**src/inc/rtdseq_pkg.sv**
```systemverilog
package rtdseq_pkg;
  // Register byte addresses
  localparam logic [7:0]  ADDR_CFG0    = 8'h00;
  localparam logic [7:0]  ADDR_CFG6    = 8'h04;
  localparam logic [7:0]  ADDR_CMD     = 8'h08;
  localparam logic [7:0]  ADDR_STATUS  = 8'h0c;
  localparam logic [7:0]  ADDR_RES0    = 8'h10;
  localparam logic [7:0]  ADDR_CLKDIV  = 8'h20;
  // Field positions
  localparam int CFG0_DUMMY_BIT  = 15;
  localparam int CFG0_CYCLE_BIT  = 16;
  localparam int CFG0_PORTS_BIT  = 17;
  localparam int CFG6_REVERSE_BIT = 11;
  localparam int CFG6_MAINS_BIT  = 15;
  localparam int CFG6_FACTOR_LSB = 18;
  localparam int CFG6_INVERT_BIT = 30;
  localparam int CFG6_OSC_LSB    = 0;
  // Opcodes written to the command register
  localparam logic [7:0]  OP_TEMP_SINGLE  = 8'h02;
  localparam logic [7:0]  OP_TEMP_RESTART = 8'h03;
  localparam logic [7:0]  OP_CLEAR_INT    = 8'h04;
  // Reset values
  localparam logic [31:0] CFG0_RST   = 32'h0000_0000;
  localparam logic [31:0] CFG6_RST   = 32'h0000_0000;
  localparam logic [7:0]  CLKDIV_RST = 8'h05;
  // Result codes
  localparam logic [31:0] RES_SHORT = 32'h0000_0000;
  localparam logic [31:0] RES_OPEN  = 32'h0fff_ffff;
  // Timing in reference clock ticks (reference clock nominally 4 MHz)
  localparam int REF_MHZ         = 4;
  localparam int CYCLE_SHORT_US  = 128;
  localparam int CYCLE_LONG_US   = 512;
  localparam logic [23:0] CYCLE_SHORT_TK = 24'(CYCLE_SHORT_US * REF_MHZ);
  localparam logic [23:0] CYCLE_LONG_TK  = 24'(CYCLE_LONG_US * REF_MHZ);
  localparam logic [23:0] SHORT_LIMIT_TK = 24'h00_0008;
  // Half mains period in ticks: 10 ms and 8333 us
  localparam int HALF50_US = 10000;
  localparam int HALF60_US = 8333;
  localparam logic [23:0] HALF50_TK = 24'(HALF50_US * REF_MHZ);
  localparam logic [23:0] HALF60_TK = 24'(HALF60_US * REF_MHZ);
  // Oscillator settling delays
  localparam int SETTLE0_US = 480;
  localparam int SETTLE1_US = 1460;
  localparam int SETTLE2_US = 2440;
  localparam int SETTLE3_US = 5140;
  localparam logic [23:0] SETTLE0_TK = 24'(SETTLE0_US * REF_MHZ);
  localparam logic [23:0] SETTLE1_TK = 24'(SETTLE1_US * REF_MHZ);
  localparam logic [23:0] SETTLE2_TK = 24'(SETTLE2_US * REF_MHZ);
  localparam logic [23:0] SETTLE3_TK = 24'(SETTLE3_US * REF_MHZ);
  localparam logic [2:0]  DUMMY_FEW  = 3'h2;
  localparam logic [2:0]  DUMMY_MANY = 3'h7;

  typedef enum logic [6:0] {
    ST_IDLE   = 7'b0000001,
    ST_SETTLE = 7'b0000010,
    ST_CHARGE = 7'b0000100,
    ST_DISCH  = 7'b0001000,
    ST_STORE  = 7'b0010000,
    ST_WAIT   = 7'b0100000,
    ST_DONE   = 7'b1000000
  } rtdseq_state_type;
endpackage

```
**src/inc/rtdseq_res_if.sv**
```systemverilog
`timescale 1ns/1ps
`default_nettype none
interface rtdseq_res_if;
  logic        wr_en;
  logic [1:0]  wr_idx;
  logic [31:0] wr_data;
  logic [1:0]  rd_idx;
  logic [31:0] rd_data;
  modport seq (output wr_en, output wr_idx, output wr_data, output rd_idx, input rd_data);
  modport mem (input wr_en, input wr_idx, input wr_data, input rd_idx, output rd_data);
endinterface
`default_nettype wire

```
**src/verilog/rtdseq_tick.sv**
```systemverilog
`timescale 1ns/1ps
`default_nettype none
module rtdseq_tick (
  input  wire logic       pclk,
  input  wire logic       presetn,
  input  wire logic [7:0] div,
  output var  logic       tick
);
  typedef struct packed {
    logic [7:0] cnt;
    logic       tick;
  } rtdseq_tick_type;
  rtdseq_tick_type st_ff, nxt_st;
  // One-cycle reference tick every div+1 pclk cycles
  always_comb begin
    nxt_st = st_ff;
    nxt_st.tick = 1'b0;
    if (st_ff.cnt >= div) begin
      nxt_st.cnt = 8'h00;
      nxt_st.tick = 1'b1;
    end else begin
      nxt_st.cnt = st_ff.cnt + 8'h01;
    end
  end
  always_ff @(posedge pclk or negedge presetn) begin
    if (!presetn) begin
      st_ff <= '0;
    end else begin
      st_ff <= nxt_st;
    end
  end
  assign tick = st_ff.tick;
endmodule
`default_nettype wire

```
**src/verilog/rtdseq_resmem.sv**
```systemverilog
`timescale 1ns/1ps
`default_nettype none
module rtdseq_resmem (
  input  wire logic   pclk,
  input  wire logic   presetn,
  rtdseq_res_if.mem   rif
);
  typedef struct packed {
    logic [3:0][31:0] word;
    logic [31:0]      rd;
  } rtdseq_mem_type;
  rtdseq_mem_type st_ff, nxt_st;
  always_comb begin
    nxt_st = st_ff;
    if (rif.wr_en) begin
      nxt_st.word[rif.wr_idx] = rif.wr_data;
    end
    nxt_st.rd = st_ff.word[rif.rd_idx];
  end
  always_ff @(posedge pclk or negedge presetn) begin
    if (!presetn) begin
      st_ff <= '0;
    end else begin
      st_ff <= nxt_st;
    end
  end
  assign rif.rd_data = st_ff.rd;
endmodule
`default_nettype wire

```
**src/verilog/rtdseq_top.sv**
```systemverilog
// Functional notes
// Time capacitor discharges alternately through sensor and reference ports.
// Single or restart opcode starts a fully autonomous sequence.
// Restart opcode runs the whole measurement twice, mains-period delay between.
// Dummy discharges on first port, then real ports one to four in order.
// Interrupt flag set only after all real port measurements finish.
// Port results go to result registers zero to three.
// Config0 bit 15 selects two or seven dummy discharges.
// Config0 bit 16 selects 128 or 512 microsecond cycle time.
// Config0 bit 17 selects two or four ports.
// Config6 bit 11 reverses port order; dummies then on port four.
// Config6 bit 15 selects 50 or 60 Hz restart base.
// Config6 bits 19:18 set restart delay 1, 1.5, 2, 2.5 periods.
// Config6 bit 30 inverts the sense stop; host sets it for comparator.
// Discharge under eight reference periods stores zero as short error.
// No stop before cycle timeout stores 0x0fffffff open error.
// Host keeps start input enabled during the whole sequence.
// Host selects 2 ms timeout when long cycle time is used; here the discharge timeout is fixed at half the cycle time.
// Host should choose the long cycle time for 150 us discharges.
// Auto oscillator control switches oscillator on and waits settling delay.
// Cycle and timeout intervals count high-speed clock ticks.
`timescale 1ns/1ps
`default_nettype none
module rtdseq_top #(
  parameter int NPORTS = 4
) (
  input  wire logic        pclk,
  input  wire logic        presetn,
  input  wire logic        psel,
  input  wire logic        penable,
  input  wire logic        pwrite,
  input  wire logic [7:0]  paddr,
  input  wire logic [31:0] pwdata,
  output var  logic [31:0] prdata,
  output var  logic        pready,
  output var  logic        pslverr,
  input  wire logic        discharge_sense_input,
  input  wire logic        start_enable,
  output var  logic        load_capacitor_pin,
  output var  logic [3:0]  resistor_port_en,
  output var  logic        fast_osc_on,
  output var  logic        int_flag
);
  rtdseq_res_if rif ();
  logic tick;

  typedef struct packed {
    rtdseq_pkg::rtdseq_state_type fsm;
    logic [31:0] cfg0;
    logic [31:0] cfg6;
    logic [7:0]  clkdiv;
    logic [31:0] prdata;
    logic        pready;
    logic        pslverr;
    logic        start_m;
    logic        start_s;
    logic        sense_m;
    logic        sense_s;
    logic        sense_d;
    logic [23:0] tcnt;
    logic [23:0] cap;
    logic [2:0]  dummy_left;
    logic [1:0]  step;
    logic        restart;
    logic        second;
    logic        stopped;
    logic        load;
    logic [3:0]  port_en;
    logic        osc;
    logic        intf;
    logic        busy;
    logic        wr_en;
    logic [1:0]  wr_idx;
    logic [31:0] wr_data;
  } rtdseq_top_type;

  rtdseq_top_type st_ff, nxt_st;

  rtdseq_tick u_tick (
    .pclk    (pclk),
    .presetn (presetn),
    .div     (st_ff.clkdiv),
    .tick    (tick)
  );

  rtdseq_resmem u_mem (
    .pclk    (pclk),
    .presetn (presetn),
    .rif     (rif)
  );

  logic        setup_wr;
  logic        access;
  logic [2:0]  osc_mode;
  logic [23:0] cycle_tk;
  logic [23:0] settle_tk;
  logic [23:0] wait_tk;
  logic [1:0]  nports_m1;
  logic [1:0]  phys_port;
  logic        stop_seen;

  always_comb begin
    access   = psel && penable;
    setup_wr = access && pwrite && !st_ff.pready;
    osc_mode = st_ff.cfg6[rtdseq_pkg::CFG6_OSC_LSB +: 3];
    cycle_tk = st_ff.cfg0[rtdseq_pkg::CFG0_CYCLE_BIT] ? rtdseq_pkg::CYCLE_LONG_TK
                                                     : rtdseq_pkg::CYCLE_SHORT_TK;
    unique case (osc_mode)
      3'h2: settle_tk = rtdseq_pkg::SETTLE0_TK;
      3'h3: settle_tk = rtdseq_pkg::SETTLE1_TK;
      3'h4: settle_tk = rtdseq_pkg::SETTLE2_TK;
      default: settle_tk = rtdseq_pkg::SETTLE3_TK;
    endcase
    // Delay in half periods: 2, 3, 4 or 5
    wait_tk = 24'((st_ff.cfg6[rtdseq_pkg::CFG6_MAINS_BIT] ? rtdseq_pkg::HALF60_TK
                  : rtdseq_pkg::HALF50_TK)
                  * (st_ff.cfg6[rtdseq_pkg::CFG6_FACTOR_LSB +: 2] + 3'h2));
    nports_m1 = st_ff.cfg0[rtdseq_pkg::CFG0_PORTS_BIT] ? 2'h3 : 2'h1;
    phys_port = st_ff.cfg6[rtdseq_pkg::CFG6_REVERSE_BIT] ? ~st_ff.step : st_ff.step;
    stop_seen = st_ff.sense_d ^ st_ff.cfg6[rtdseq_pkg::CFG6_INVERT_BIT];
  end

  always_comb begin
    nxt_st = st_ff;
    nxt_st.wr_en = 1'b0;
    nxt_st.sense_m = discharge_sense_input;
    nxt_st.sense_s = st_ff.sense_m;
    nxt_st.sense_d = st_ff.sense_s;
    nxt_st.start_m = start_enable;
    nxt_st.start_s = st_ff.start_m;
    // APB slave: one wait state, reads come from registered data
    nxt_st.pready  = 1'b0;
    nxt_st.pslverr = 1'b0;
    if (access && !st_ff.pready) begin
      nxt_st.pready = 1'b1;
      unique case (paddr)
        rtdseq_pkg::ADDR_CFG0:   nxt_st.prdata = st_ff.cfg0;
        rtdseq_pkg::ADDR_CFG6:   nxt_st.prdata = st_ff.cfg6;
        rtdseq_pkg::ADDR_CMD:    nxt_st.prdata = 32'h0000_0000;
        rtdseq_pkg::ADDR_STATUS: nxt_st.prdata = {29'h0, st_ff.second, st_ff.busy, st_ff.intf};
        rtdseq_pkg::ADDR_CLKDIV: nxt_st.prdata = {24'h0, st_ff.clkdiv};
        rtdseq_pkg::ADDR_RES0,
        rtdseq_pkg::ADDR_RES0 + 8'h04,
        rtdseq_pkg::ADDR_RES0 + 8'h08,
        rtdseq_pkg::ADDR_RES0 + 8'h0c: nxt_st.prdata = rif.rd_data;
        default: begin
          nxt_st.prdata  = 32'h0000_0000;
          nxt_st.pslverr = 1'b1;
        end
      endcase
    end
    // Count first so that a start or state change can clear the count
    if (tick && st_ff.tcnt != 24'hff_ffff) begin
      nxt_st.tcnt = st_ff.tcnt + 24'h1;
    end
    if (setup_wr) begin
      unique case (paddr)
        rtdseq_pkg::ADDR_CFG0:   nxt_st.cfg0 = pwdata;
        rtdseq_pkg::ADDR_CFG6:   nxt_st.cfg6 = pwdata;
        rtdseq_pkg::ADDR_CLKDIV: nxt_st.clkdiv = pwdata[7:0];
        rtdseq_pkg::ADDR_CMD: begin
          if (pwdata[7:0] == rtdseq_pkg::OP_CLEAR_INT) begin
            nxt_st.intf = 1'b0;
          end else if (!st_ff.busy && (pwdata[7:0] == rtdseq_pkg::OP_TEMP_SINGLE ||
                                       pwdata[7:0] == rtdseq_pkg::OP_TEMP_RESTART)) begin
            nxt_st.busy    = 1'b1;
            nxt_st.restart = pwdata[0];
            nxt_st.second  = 1'b0;
            nxt_st.intf    = 1'b0;
            nxt_st.tcnt    = 24'h0;
            if (osc_mode >= 3'h2) begin
              nxt_st.osc = 1'b1;
              nxt_st.fsm = rtdseq_pkg::ST_SETTLE;
            end else begin
              nxt_st.fsm = rtdseq_pkg::ST_CHARGE;
            end
            nxt_st.step = 2'h0;
            nxt_st.dummy_left = st_ff.cfg0[rtdseq_pkg::CFG0_DUMMY_BIT] ?
                                rtdseq_pkg::DUMMY_MANY : rtdseq_pkg::DUMMY_FEW;
          end
        end
        default: nxt_st.pslverr = 1'b1;
      endcase
    end
    unique case (st_ff.fsm)
      rtdseq_pkg::ST_IDLE: begin
        nxt_st.port_en = 4'h0;
        nxt_st.load = 1'b0;
        // Keep the oscillator request of a start taken in this cycle
        if (!nxt_st.busy) begin
          nxt_st.osc = (osc_mode == 3'h1);
        end
      end
      rtdseq_pkg::ST_SETTLE: begin
        if (st_ff.tcnt >= settle_tk) begin
          nxt_st.fsm = rtdseq_pkg::ST_CHARGE;
          nxt_st.tcnt = 24'h0;
        end
      end
      rtdseq_pkg::ST_CHARGE: begin
        // Recharge the load capacitor for half a cycle
        nxt_st.load = 1'b1;
        nxt_st.port_en = 4'h0;
        if (!st_ff.start_s) begin
          // Start withdrawn: abandon the sequence without raising the flag
          nxt_st.fsm = rtdseq_pkg::ST_IDLE;
          nxt_st.busy = 1'b0;
          nxt_st.load = 1'b0;
        end else if (st_ff.tcnt >= (cycle_tk >> 1)) begin
          nxt_st.fsm = rtdseq_pkg::ST_DISCH;
          nxt_st.tcnt = 24'h0;
          nxt_st.stopped = 1'b0;
        end
      end
      rtdseq_pkg::ST_DISCH: begin
        nxt_st.load = 1'b0;
        nxt_st.port_en = 4'h0;
        nxt_st.port_en[phys_port] = 1'b1;
        if (stop_seen) begin
          nxt_st.cap = st_ff.tcnt;
          nxt_st.stopped = 1'b1;
          nxt_st.fsm = rtdseq_pkg::ST_STORE;
        end else if (st_ff.tcnt >= (cycle_tk >> 1)) begin
          nxt_st.fsm = rtdseq_pkg::ST_STORE;
        end
      end
      rtdseq_pkg::ST_STORE: begin
        nxt_st.port_en = 4'h0;
        nxt_st.tcnt = 24'h0;
        nxt_st.fsm = rtdseq_pkg::ST_CHARGE;
        if (st_ff.dummy_left != 3'h0) begin
          nxt_st.dummy_left = st_ff.dummy_left - 3'h1;
        end else begin
          nxt_st.wr_en = 1'b1;
          nxt_st.wr_idx = st_ff.step;
          if (!st_ff.stopped) begin
            nxt_st.wr_data = rtdseq_pkg::RES_OPEN;
          end else if (st_ff.cap < rtdseq_pkg::SHORT_LIMIT_TK) begin
            nxt_st.wr_data = rtdseq_pkg::RES_SHORT;
          end else begin
            nxt_st.wr_data = {8'h0, st_ff.cap};
          end
          if (st_ff.step == nports_m1) begin
            nxt_st.step = 2'h0;
            if (st_ff.restart && !st_ff.second) begin
              nxt_st.fsm = rtdseq_pkg::ST_WAIT;
            end else begin
              nxt_st.fsm = rtdseq_pkg::ST_DONE;
            end
          end else begin
            nxt_st.step = st_ff.step + 2'h1;
          end
        end
      end
      rtdseq_pkg::ST_WAIT: begin
        nxt_st.load = 1'b0;
        if (st_ff.tcnt >= wait_tk) begin
          nxt_st.second = 1'b1;
          nxt_st.tcnt = 24'h0;
          nxt_st.fsm = rtdseq_pkg::ST_CHARGE;
          nxt_st.dummy_left = st_ff.cfg0[rtdseq_pkg::CFG0_DUMMY_BIT] ?
                              rtdseq_pkg::DUMMY_MANY : rtdseq_pkg::DUMMY_FEW;
        end
      end
      rtdseq_pkg::ST_DONE: begin
        nxt_st.intf = 1'b1;
        nxt_st.busy = 1'b0;
        nxt_st.load = 1'b0;
        nxt_st.port_en = 4'h0;
        nxt_st.fsm = rtdseq_pkg::ST_IDLE;
      end
      default: nxt_st.fsm = rtdseq_pkg::ST_IDLE;
    endcase
  end

  always_comb begin
    rif.wr_en   = st_ff.wr_en;
    rif.wr_idx  = st_ff.wr_idx;
    rif.wr_data = st_ff.wr_data;
    rif.rd_idx  = paddr[3:2];
  end

  always_ff @(posedge pclk or negedge presetn) begin
    if (!presetn) begin
      st_ff        <= '0;
      st_ff.fsm    <= rtdseq_pkg::ST_IDLE;
      st_ff.cfg0   <= rtdseq_pkg::CFG0_RST;
      st_ff.cfg6   <= rtdseq_pkg::CFG6_RST;
      st_ff.clkdiv <= rtdseq_pkg::CLKDIV_RST;
    end else begin
      st_ff <= nxt_st;
    end
  end

  always_comb begin
    prdata             = st_ff.prdata;
    pready             = st_ff.pready;
    pslverr            = st_ff.pslverr;
    load_capacitor_pin = st_ff.load;
    resistor_port_en   = st_ff.port_en;
    fast_osc_on        = st_ff.osc;
    int_flag           = st_ff.intf;
  end
endmodule
`default_nettype wire

```
**config.mk**
```make
export PLATFORM = sky130hd
export DESIGN_NAME = rtdseq_top
export DESIGN_NICKNAME = d
export VERILOG_FILES = /design/src/inc/rtdseq_pkg.sv /design/src/inc/rtdseq_res_if.sv /design/src/verilog/rtdseq_tick.sv /design/src/verilog/rtdseq_resmem.sv /design/src/verilog/rtdseq_top.sv
export SDC_FILE = /design/constraint.sdc
export NUM_CORES = 1
export LEC_CHECK = 0
export BUFFER_PORTS_ARGS = -buffer_cell sky130_fd_sc_hd__buf_2
export CORE_UTILIZATION = 45
export DETAILED_ROUTE_END_ITERATION = 12
export GPL_TIMING_DRIVEN = 0
export PLACE_DENSITY = 0.67
export SYNTH_ARGS = -nofsm -noshare
export SYNTH_HDL_FRONTEND = slang
export SYNTH_SLANG_ARGS = --single-unit
```
**constraint.sdc**
```tcl
create_clock -name pclk -period 5.1 [get_ports pclk]
set_input_delay 0.765 -clock pclk [delete_from_list [all_inputs] [get_ports pclk]]
set_output_delay 0.765 -clock pclk [all_outputs]
set_load 0.01 [all_outputs]
```
# Yosys cells after proc, flatten, opt, wreduce, memory -nomap -nowiden
# Cells that the tools add are included.
# word_totals
output_inout_bits,41
word_cells,199
register_bits,386
# classes
mux,83
n_lt_le_gt_ge,11
eq_ne,27
bitwise,4
n_addsub,5
n_reduce_logical,34
multipliers,1
# op_table
op,count
2-to-1 mux 24 bit,10
one-hot mux 32 bit (5 select lines),1
bitwise mux 128 bit,1
2-to-1 mux 32 bit,4
2-to-1 mux 7 bit,16
one-hot mux 24 bit (4 select lines),1
2-to-1 mux 79 bit,1
2-to-1 mux 35 bit,2
binary-select mux 32 bit (select 2 bit),1
demux 32 bit (select 2 bit),1
one-hot mux 15 bit (3 select lines),1
one-hot mux 7 bit (6 select lines),1
equality test 8 x 5 -> 1 bit (second input constant),4
2-to-1 mux 28 bit,1
adder 24 x 1 -> 24 bit (second input constant),1
greater-or-equal comparator 24 x 11 -> 1 bit,1
greater-or-equal comparator 24 x 19 -> 1 bit,1
greater-or-equal comparator 24 bit,1
< comparator 24 x 4 -> 1 bit (second input constant),1
!= test 24 bit (second input constant),1
2-to-1 mux 3 bit,7
multiplier 16 x 3 -> 19 bit,1
2-to-1 mux 1 bit,19
equality test 8 x 2 -> 1 bit (second input constant),2
other kinds (45),85

# Logic depth before layout (Yosys ltp)
# Gate-level depths: netlist (run 1).
# depth
word_depth,10
mapped_depth,20

# By module
# From an unflattened synthesis (run 1), not the netlist that was laid out.
# unflattened
hier_cells,1473
hier_area_um2,18036.0
# by_module_without_submodules
module,n_inst,cells_each,area_each_um2
rtdseq_top,1,1043,10918.0
rtdseq_resmem,1,375,6537.5
rtdseq_tick,1,55,580.6

# Worst setup path after synthesis (run 1)
# OpenSTA, ideal clock, no wires.
# synth_timing
path_type,reg2reg
from,register st_ff[161] (netlist name)
to,register st_ff[97] (netlist name)
required_time_ns,5.013
path_stages_with_launch,19
setup_ns,0.087
path_buffers,1
synth_period_minus_slack_ns,3.887
slack_ns,1.213
arrival_time_ns,3.800
cell_sequence,dfrtp_1 > inv_1 > ha_1 > a21oi_1 > mux2i_1 > ha_1 > a221o_1 > a31o_2 > a211oi_1 > nor2_1 > xnor2_1 > ha_1 > nand4_1 > nor2_1 > a211oi_1 > nand4_1 > a31o_4 > buf_6 > a211oi_2
# synth_lines
item,line,rtl
start: declaration,rtdseq_top.sv:77,"rtdseq_top_type st_ff, nxt_st;"
start signal: assignment,rtdseq_top.sv:291,st_ff <= nxt_st;

==> metrics.yaml, run 1 <==
logic_synthesis:
  postSynth.asyncResetShare_pct: 100
  ys_seq_area_share_pct: 53.0
  synthFlopType: "dfrtp_1"
  synth.cell_area_sq_um: 16200
  ys_ff_latch: 344
  yosysTopAreaCell: "dfrtp_1"
  synth.net_count: 1450
  avgSynthCellArea_sq_um: 12.1
  synth_area_leaders: "dfrtp_1 (53%), mux2_2 (13%), ha_1 (4.5%), mux4_2 (3.5%), nand2_1 (2.6%)"
  yosys.cell_types.count: 69
  ys_warn_count: 0
  synth_top_area_share_pct: 52.6
  synth_enable_flop_cells: 0
  synth_common_cells: "dfrtp_1 (341), mux2_2 (194), nand2_1 (114)"
  synth_most_common_cell: "dfrtp_1"
  synthCells: 1345
timing:
  hold_viol_final: 0
  min_period_over_period_pct: 92.2
  finalSetupViolCount: 0
  drv_slew: 0
  skew_ns: 0.0237
  post-route-min-period_ns: 4.70
  relSlewSlack_pct: 15.2
  rsz0062_at_grt: "false"
  fmax_mhz: 213
  fin_hold_ws_ns: 0.260
  tightest_slew_ns: 1.27
clock_tree:
  cts_resized: 0
  numCtsBuffers: 38
  hold_buffers: 0
  clk_path_buf_depth: 3
  htreeDepth: 2
  path_clk_slew_ns: 0.06
  clock_sinks: 344
  post_cts_buffers: 0
  cts_tree: "built"
  clk_latency_ns: 0.54
  clockRootBuffer: "clkbuf_16"
job:
  cap_violations: 0
worst_setup_path:
  cp_common_cell: "ha_1"
  regToRegEndpoint: "st_ff[97]"
  critPathLaunchType: "flip-flop"
  path_max_fanout: 10
  startpoint: "st_ff[161]"
  cp.arrival_ns: 5.14
  r2r_slack_ns: 0.40
  r2r_cells: 18
  crit_chain: "inv_1 > ha_1 > a21oi_1 > mux2i_1 > ha_1 > a221o_1 > a31o_2 > a211oi_1 > nor2_1 > xnor2_1 > ha_1 > nand4_1 > nor2_1 > a211oi_1 > nand4_1 > a31o_4 > buf_6 > a211oi_2"
  critical_path.max_stage_delay_ns: 0.58
  critPathCaptureType: "flip-flop"
  worst_ep_required_time_ns: 5.54
  critPathKind: "flip-flop to flip-flop"
  cp_slowest_cell: "dfrtp_1"
  rr_startpoint: "st_ff[161]"
die:
  die_area_sq_um: 36800
  core_area_sq_um: 35600
  die-height_microns: 192
  num_rows: 69
  floorplan.initialDensity_pct: 45.7
  io_pins: 88
  die_x_microns: 192
grt:
  grt-ovfl-total: 0
  globalRouteTotalUtil_pct: 21.0
  grt_max_degree: 125
  grt_pass1_wl_microns: 60200
  antenna_found_initial: 0
  grt_pass1_vias: 11126
placement:
  place_congestion: 0.863
  dp_cells: 1894
  numPortBuffers: 86
  dpl.hpwl_microns: 26300
route:
  vias_per_cell: 5.60
  vias: 10990
  drt_iter0_drc: 711
  wire_per_inst_microns: 18.9
  drt_drc_violations_left: 0
  ant_nets: 0
  routed_wirelength_microns: 37100
  drt_pass1_iterations: 5
final_layout:
  num_antenna_cells: 0
  drive_above_1_share_pct: 29.8
  nets: 1578
  area_growth_pct: 14.8
  final_cells: 1964
power_and_ir_drop:
  peakVddDrop_mv: 0.254
  p_comb_share_pct: 10.2
  seqPwrFrac_pct: 46.0
  power_frac_clock_pct: 43.8
  swShare_pct: 25.6
  p_leak_nw: 8.97
  p_int_mw: 4.83
  power.density_nw_per_um2: 348
  p_sw_mw: 1.66
  p_total_mw: 6.49
worst_hold_path:
  hold_path_class: "input port to async pin"
outcome:
  status: "finished, final reports clean"
==> worst max-delay path by stage <==
stage             endpoint  slack, ns  cells after the start
6_report         st_ff[97]       0.40                     18
5_1_grt          st_ff[98]       0.03                     18
4_1_cts          st_ff[98]       0.39                     18
3_5_place_dp     st_ff[98]       0.40                     18
3_3_place_gp   nxt_st[100]      -3.23                      1
2_1_floorplan    st_ff[97]       1.21                     18
==> routing by layer <==
layer  vias up  global-route usage [%]  wire length [microns]
met5         -                       0                      0
met4         0                    7.72                    989
met3        70                    3.03                   1560
met2       281                    33.5                  17400
met1      5559                    29.1                  17100
li1       5080                       -                      -
==> placed cells by master (no fill, tap or decap), drive strengths merged, types with 3 or more instances in the layout <==
cell / count
dfrtp: 341
mux2: 195
buf: 149
nand2: 114
clkbuf: 94
o21ai: 86
nor2: 77
ha: 58
inv: 38
a21oi: 28
mux4: 25
a222oi: 25
xnor2: 24
nor3: 24
nand3: 22
and2: 14
a211oi: 14
xor2: 13
nand4: 12
nor2b: 12
mux2i: 9
and3: 9
nor4: 9
clkinv: 8
nand2b: 7
a31oi: 7
a21o: 7
and4: 7
or3: 7
nor3b: 6
a221oi: 5
o211ai: 5
nand3b: 5
a22oi: 5
or4: 5
or2: 3
o21a: 3
bufinv: 3
dfstp: 3
==> state kept, by name, indices dropped and copies added, names as in the netlist, 2 cells and up <==
register and flops:
nxt_st 3, rif.wr_data 25, prdata 32, u_mem.st_ff 100, resistor_port_en 4, u_mem.rif.rd_data 25, st_ff 135, osc_mode 3
u_tick.st_ff 8, rif.wr_idx 2
==> worst max-delay path, delay by kind of cell (launching register included) <==
family,cells,cell delay [ns]
AO/OA/AOI/OAI,7,1.85
AND/OR/NAND/NOR,4,0.57
buffers and inverters,2,0.40
flip-flops,1,0.58
XOR/XNOR,1,0.17
multiplexers,1,0.09
adder cells (fa/ha/maj),3,0.94
==> cells by family after synthesis <==
| logic type | Yosys count | share of synthesized area (%) |
|---|---|---|
| adders and majority gates | 58 | 4.47 |
| AOI/OAI and AO/OA | 201 | 8.17 |
| xor gates and xnor gates | 37 | 2.00 |
| buffers and inverters | 136 | 4.32 |
| and+or+nand+nor | 340 | 10.5 |
| muxes | 229 | 17.5 |
| DFF | 344 | 53.0 |
==> power groups by stage <==
stage	sequential, mW	combinational [mW]	clock, mW
3_3_place_gp	3.03	0.633	0
3_5_place_dp	3.03	0.657	0
4_1_cts	2.98	0.667	2.90
6_report	2.98	0.664	2.84
5_1_grt	2.99	0.763	3.02
2_1_floorplan	2.95	0.459	0
==> cell type report <==
class / count / area [sq um]
buffer: 98 / 559
clock buffer: 57 / 1160
clock inverter: 13 / 171
fill: 3043 / 16900
inverter: 38 / 143
multi-input combinational: 865 / 6920
sequential: 344 / 8610
tap: 461 / 577
timing repair buffer: 88 / 495
==> per-stage QoR <==
stage | setup TNS [ns] | utilization [%] | cell area (sq um) | worst slack [ns]
4_1_cts | 0 | 52.4 | 18600 | 0.386
2_1_floorplan | 0 | - | 16200 | 1.21
6_report | 0 | 52.4 | 18600 | 0.398
5_1_grt | 0 | 52.4 | 18600 | 0.0324
3_5_place_dp | 0 | 48.7 | 17300 | 0.398
3_3_place_gp | -1091.41 | 48.5 | 17200 | -3.23
(Power assumes the default switching activity.)
==> run 2, diff against run 1 <==
--- a/config.mk
+++ b/config.mk
@@ -9,7 +9,7 @@
 export CORE_UTILIZATION = 45
 export DETAILED_ROUTE_END_ITERATION = 12
 export GPL_TIMING_DRIVEN = 0
-export PLACE_DENSITY = 0.67
+export PLACE_DENSITY = 0.66
 export SYNTH_ARGS = -nofsm -noshare
 export SYNTH_HDL_FRONTEND = slang
 export SYNTH_SLANG_ARGS = --single-unit
==> run 2 against run 1 <==
  * First-iteration DRC count increased by 18%
  * Routed wire length decreased by 0.15%
  * Clock skew decreased by 0.0069 ns
  * Count of clock-buffer cells in the layout decreased by 7
  * Combinational power decreased by 0.9%
  * Sequential share of layout area increased by 0.45 points
  * Sequential power about the same
  * Total power decreased by 4.5%
  * Worst hold slack improved by 0.066 ns
  * Non-clock buffer count unchanged
  * Global-route usage decreased by 0.25 points
  * Largest power group unchanged
==> metrics.yaml, run 2 (synthesis results as in run 1) <==
clock_tree:
  numCtsBuffers: 37
  cts_tree: "built"
  clk_latency_ns: 0.51
  cts_resized: 0
  clockRootBuffer: "clkbuf_16"
  path_clk_slew_ns: 0.06
  clock_sinks: 344
  post_cts_buffers: 0
  htreeDepth: 2
  clk_path_buf_depth: 3
  hold_buffers: 0
worst_setup_path:
  rr_startpoint: "st_ff[161]"
  cp.arrival_ns: 5.04
  startpoint: "st_ff[161]"
  critPathLaunchType: "flip-flop"
  critPathCaptureType: "flip-flop"
  critPathKind: "flip-flop to flip-flop"
  regToRegEndpoint: "st_ff[97]"
  path_max_fanout: 10
  r2r_slack_ns: 0.49
  worstSetupEndpoint: "st_ff[97]"
  r2r_cells: 18
  worst_ep_required_time_ns: 5.52
route:
  vias: 10984
  wire_per_inst_microns: 18.9
  routed_wirelength_microns: 37000
  drt_iter0_drc: 841
  drt_pass1_iterations: 8
  drt_drc_violations_left: 0
  ant_nets: 0
  vias_per_cell: 5.61
grt:
  grt-ovfl-total: 0
  globalRouteTotalUtil_pct: 20.7
  grt_pass1_wl_microns: 59900
  grt_pass1_vias: 11066
  antenna_found_initial: 0
  grt_max_degree: 128
placement:
  dpl.hpwl_microns: 26400
  place_congestion: 0.878
  numPortBuffers: 86
  placed_cell_area_sq_um: 17300
final_layout:
  layout_commonest_cell: "dfrtp_1"
  design_area_sq_um: 18500
  num_antenna_cells: 0
  area_growth_pct: 13.7
  drive_above_1_share_pct: 29.5
  nets: 1577
  largest_register_ffs: 135
  largest_register: "st_ff"
  final_cell_mix: "dfrtp_1 (341), mux2_2 (194), nand2_1 (114)"
  final_util_pct: 51.9
power_and_ir_drop:
  p_leak_nw: 8.87
  power.density_nw_per_um2: 336
  peakVddDrop_mv: 0.280
timing:
  drv_slew: 0
  fmax_mhz: 217
  post-route-min-period_ns: 4.61
  tightest_slew_ns: 1.21
  fin_hold_ws_ns: 0.327
  finalSetupViolCount: 0
  rsz0062_at_grt: "false"
  skew_ns: 0.0169
  relSlewSlack_pct: 19.1
  min_period_over_period_pct: 90.5
  hold_viol_final: 0
die:
  num_rows: 69
  core_area_sq_um: 35600
  die_area_sq_um: 36800
  die-height_microns: 192
  floorplan.initialDensity_pct: 45.7
  die_x_microns: 192
  io_pins: 88
outcome:
  status: "finished, final reports clean"
worst_hold_path:
  hold_path_class: "input port to async pin"
job:
  cap_violations: 0
-- run 2: changes by cell type in the layout (fill, tap and decap cells not counted) --
cell	previous run	this run
bufinv_16	3	1
clkbuf_8	12	7
clkinv_8	2	0
inv_6	0	2
clkbuf_16	39	37
clkinvlp_4	2	5
clkinv_4	1	0
-- run 2: power by group --
part	leakage [nW]	internal, mW	switching [mW]
combinational	3.67	0.276	0.383
clock	0.557	1.49	1.07
sequential	4.65	2.81	0.173
-- run 2: worst min-delay path by stage --
stage | start | to | slack [ns] | cells after the start
final | presetn | prdata[4] | 0.33 | 1
after global routing | discharge_sense_input | nxt_st[100] | 0.35 | 1
after CTS | presetn | prdata[4] | 0.35 | 1
after detailed placement | nxt_st[99] | st_ff[99] | 0.35 | 0
after global placement | nxt_st[99] | st_ff[99] | 0.35 | 0
after floorplan | nxt_st[100] | nxt_st[99] | 0.33 | 0
-- run 2: cell type report --
class | instances | area (sq um)
buffer | 98 | 559
clock buffer | 50 | 1040
clock inverter | 13 | 110
fill | 3067 | 17100
inverter | 38 | 143
multi-input combinational | 865 | 6920
sequential | 344 | 8610
tap | 461 | 577
timing repair buffer | 88 | 495
-- run 2: critical path, stage by stage, from the launching register on --
cell      delay (ns)
dfrtp_1         0.58
inv_1           0.23
ha_1            0.33
a21oi_1         0.15
mux2i_1         0.09
ha_1            0.34
a221o_1         0.34
a31o_2          0.27
a211oi_1        0.23
nor2_1          0.07
xnor2_1         0.13
ha_1            0.29
nand4_1         0.10
nor2_1          0.06
a211oi_1        0.32
nand4_1         0.34
a31o_4          0.38
buf_6           0.16
a211oi_2        0.14
-- run 2: routing by layer --
metal / GRT usage, % / part of all wire, % / up-vias
met5: 0 / 0 / -
met4: 6.72 / 2.6 / 0
met3: 2.56 / 4.8 / 62
met2: 33.7 / 47 / 280
met1: 28.8 / 46 / 5561
li1: - / - / 5081
-- run 2: stage by stage --
step | setup TNS (ns) | setup WS [ns] | cells | power [mW]
2_1_floorplan | 0 | 1.21 | 1345 | 3.41
3_3_place_gp | -1106.40 | -3.27 | 1892 | 3.66
3_5_place_dp | 0 | 0.470 | 1894 | 3.68
4_1_cts | 0 | 0.458 | 1957 | 6.25
5_1_grt | 0 | 0.0372 | 1957 | 6.47
6_report | 0 | 0.485 | 1957 | 6.20
==> run 3, diff against run 2 <==
--- a/config.mk
+++ b/config.mk
@@ -5,6 +5,7 @@
 export SDC_FILE = /design/constraint.sdc
 export NUM_CORES = 1
 export LEC_CHECK = 0
+export ABC_AREA = 1
 export BUFFER_PORTS_ARGS = -buffer_cell sky130_fd_sc_hd__buf_2
 export CORE_UTILIZATION = 45
 export DETAILED_ROUTE_END_ITERATION = 12
==> run 3 against run 2 <==
  * Maximum frequency up 8.1%
  * Die area up 2.3%
  * Routed wire length up 21%
  * First-iteration DRC count up 16%
  * Sequential power down 4%
  * Synthesized area up 2.4%
  * Cell area up 3.3%
  * Via count up 25%
  * Critical endpoint is now st_ff[211]
  * Highest routed layer unchanged
==> metrics.yaml, run 3 <==
grt:
  grt_max_degree: 118
  grt_pass1_vias: 13453
  antenna_found_initial: 0
  grt-ovfl-total: 0
  grt_pass1_wl_microns: 72600
  globalRouteTotalUtil_pct: 24.3
die:
  die_area_sq_um: 37700
  num_rows: 70
  floorplan.initialDensity_pct: 45.6
  core_area_sq_um: 36400
  die_x_microns: 194
  io_pins: 88
  die-height_microns: 194
final_layout:
  largest_register: "st_ff"
  largest_register_ffs: 135
  nets: 2201
  area_growth_pct: 14.8
  design_area_sq_um: 19100
  final_util_pct: 52.4
  final_cell_mix: "nand2_1 (552), dfrtp_1 (341), o21ai_0 (242)"
  layout_commonest_cell: "nand2_1"
  final_cells: 2592
  num_antenna_cells: 0
  drive_above_1_share_pct: 11.9
  fillers: 3380
clock_tree:
  hold_buffers: 0
  numCtsBuffers: 39
  cts_tree: "built"
  clockRootBuffer: "clkbuf_16"
  htreeDepth: 2
  path_clk_slew_ns: 0.06
  post_cts_buffers: 0
  clk_path_buf_depth: 3
  clk_latency_ns: 0.54
  clock_sinks: 344
  cts_resized: 0
timing:
  rsz0062_at_grt: "false"
  skew_ns: 0.0133
  tightest_slew_ns: 0.738
  fmax_mhz: 234
  post-route-min-period_ns: 4.27
  relSlewSlack_pct: 50.6
  setup_ws_ns: 0.831
  hold_viol_final: 0
  fin_hold_ws_ns: 0.111
  min_period_over_period_pct: 83.7
  finalSetupViolCount: 0
  setup_tns_ns: 0
  drv_slew: 0
worst_setup_path:
  critical_path.max_stage_delay_ns: 0.57
  worst_ep_required_time_ns: 5.55
  cp.buffers_inverters: 1
  critPathKind: "flip-flop to flip-flop"
  cp_slowest_cell: "dfrtp_1"
  r2r_slack_ns: 0.83
  regToRegEndpoint: "st_ff[211]"
  critPathLaunchType: "flip-flop"
  path_max_fanout: 8
  rr_startpoint: "st_ff[165]"
  cp.arrival_ns: 4.71
  crit_chain: "inv_1 > ha_1 > nand2_1 > nand2_1 > o21ai_0 > ha_1 > nand2_1 > nor2_1 > nand3_1 > nand3_1 > a21oi_1 > ha_1 > nand2_1 > nand2_1 > nor3_1 > nand3_1 > nor2_1 > nor2_1 > a21oi_1"
  cp_top_family: "simple AND/OR/NAND/NOR gates"
  critPathCaptureType: "flip-flop"
  cp_common_cell: "nand2_1"
  r2r_cells: 19
logic_synthesis:
  synth.net_count: 2070
  avgSynthCellArea_sq_um: 8.46
  yosysTopAreaCell: "dfrtp_1"
  synth_enable_flop_cells: 0
  synthCells: 1965
  ys_ff_latch: 344
  synthFlopType: "dfrtp_1"
  synth_area_leaders: "dfrtp_1 (51%), nand2_1 (12%), o21ai_0 (7.3%), inv_1 (4.9%), ha_1 (4.4%)"
  ys_seq_area_share_pct: 51.8
  synth_most_common_cell: "nand2_1"
  synth_common_cells: "nand2_1 (552), dfrtp_1 (341), o21ai_0 (242)"
  ys_warn_count: 0
  synth.cell_area_sq_um: 16600
  yosys.cell_types.count: 45
  postSynth.asyncResetShare_pct: 100
  synth_top_area_share_pct: 51.3
power_and_ir_drop:
  p_sw_mw: 1.59
  peakVddDrop_mv: 0.272
  p_leak_nw: 9.61
  power.density_nw_per_um2: 333
  power_frac_clock_pct: 45.9
  seqPwrFrac_pct: 45.2
  p_comb_share_pct: 8.9
  swShare_pct: 25.0
  p_int_mw: 4.76
  p_total_mw: 6.34
placement:
  place_congestion: 0.912
  dp_cells: 2523
  placed_cell_area_sq_um: 17700
  pre_cts_ws_ns: 0.994
  numPortBuffers: 87
  dpl.hpwl_microns: 33100
route:
  routed_wirelength_microns: 44600
  drt_pass1_iterations: 5
  drt_iter0_drc: 973
  drt_drc_violations_left: 0
  wire_per_inst_microns: 17.2
  vias: 13769
  vias_per_cell: 5.31
  ant_nets: 0
outcome:
  status: "finished, final reports clean"
job:
  cap_violations: 0
worst_hold_path:
  hold_path_class: "input port to async pin"
==> run 3: cell count changes in the layout (fill, tap and decap cells not counted), moves of 45 or more <==
cell / previous run / this run
o21ai_0: 85 / 242
mux2_2: 194 / 0
nand3_1: 22 / 72
nor2_1: 76 / 121
inv_1: 37 / 217
nand2_1: 114 / 552
a22oi_1: 5 / 64
==> run 3: per-layer routing <==
| metal | track usage [%] | routed length (microns) |
|---|---|---|
| met1 | 32.7 | 19600 |
| met2 | 40.0 | 21100 |
| met3 | 3.06 | 2400 |
| met4 | 9.11 | 1470 |
| met5 | 0.255 | 0 |
==> run 3: area by class of cell <==
| type | instances | area (sq um) | area share [%] |
|---|---|---|---|
| Inverter | 223 | 837 | 4.39 |
| Tap cell | 468 | 586 | 3.07 |
| Sequential cell | 344 | 8610 | 45.1 |
| Timing Repair Buffer | 90 | 528 | 2.77 |
| Multi-Input combinational cell | 1288 | 6550 | 34.3 |
| Clock buffer | 56 | 1160 | 6.08 |
| Clock inverter | 13 | 186 | 0.977 |
| Buffer | 110 | 621 | 3.25 |
==> run 3: kinds of logic after synthesis <==
logic type	share of synthesized area, %
AOI/OAI and AO/OA	13.2
xor gates and xnor gates	1.37
adders and majority gates	4.37
buffers and inverters	8.77
DFF	51.8
and+or+nand+nor	20.5
==> run 3: worst max-delay path by stage <==
| stage | end | depth (start not counted) | from |
|---|---|---|---|
| 2_1_floorplan | st_ff[98] | 19 | st_ff[161] |
| 3_3_place_gp | st_ff[211] | 1 | presetn |
| 3_5_place_dp | st_ff[44] | 15 | st_ff[161] |
| 4_1_cts | st_ff[211] | 16 | st_ff[161] |
| 5_1_grt | st_ff[211] | 15 | st_ff[161] |
| 6_report | st_ff[211] | 19 | st_ff[165] |
==> run 3: power by group through the flow <==
stage / combinational, mW / clock (mW) / sequential, mW
after CTS: 0.568 / 2.96 / 2.87
after global placement: 0.546 / 0 / 2.92
final: 0.565 / 2.91 / 2.87
after floorplan: 0.358 / 0 / 2.89
after detailed placement: 0.564 / 0 / 2.92
after global routing: 0.664 / 3.07 / 2.88
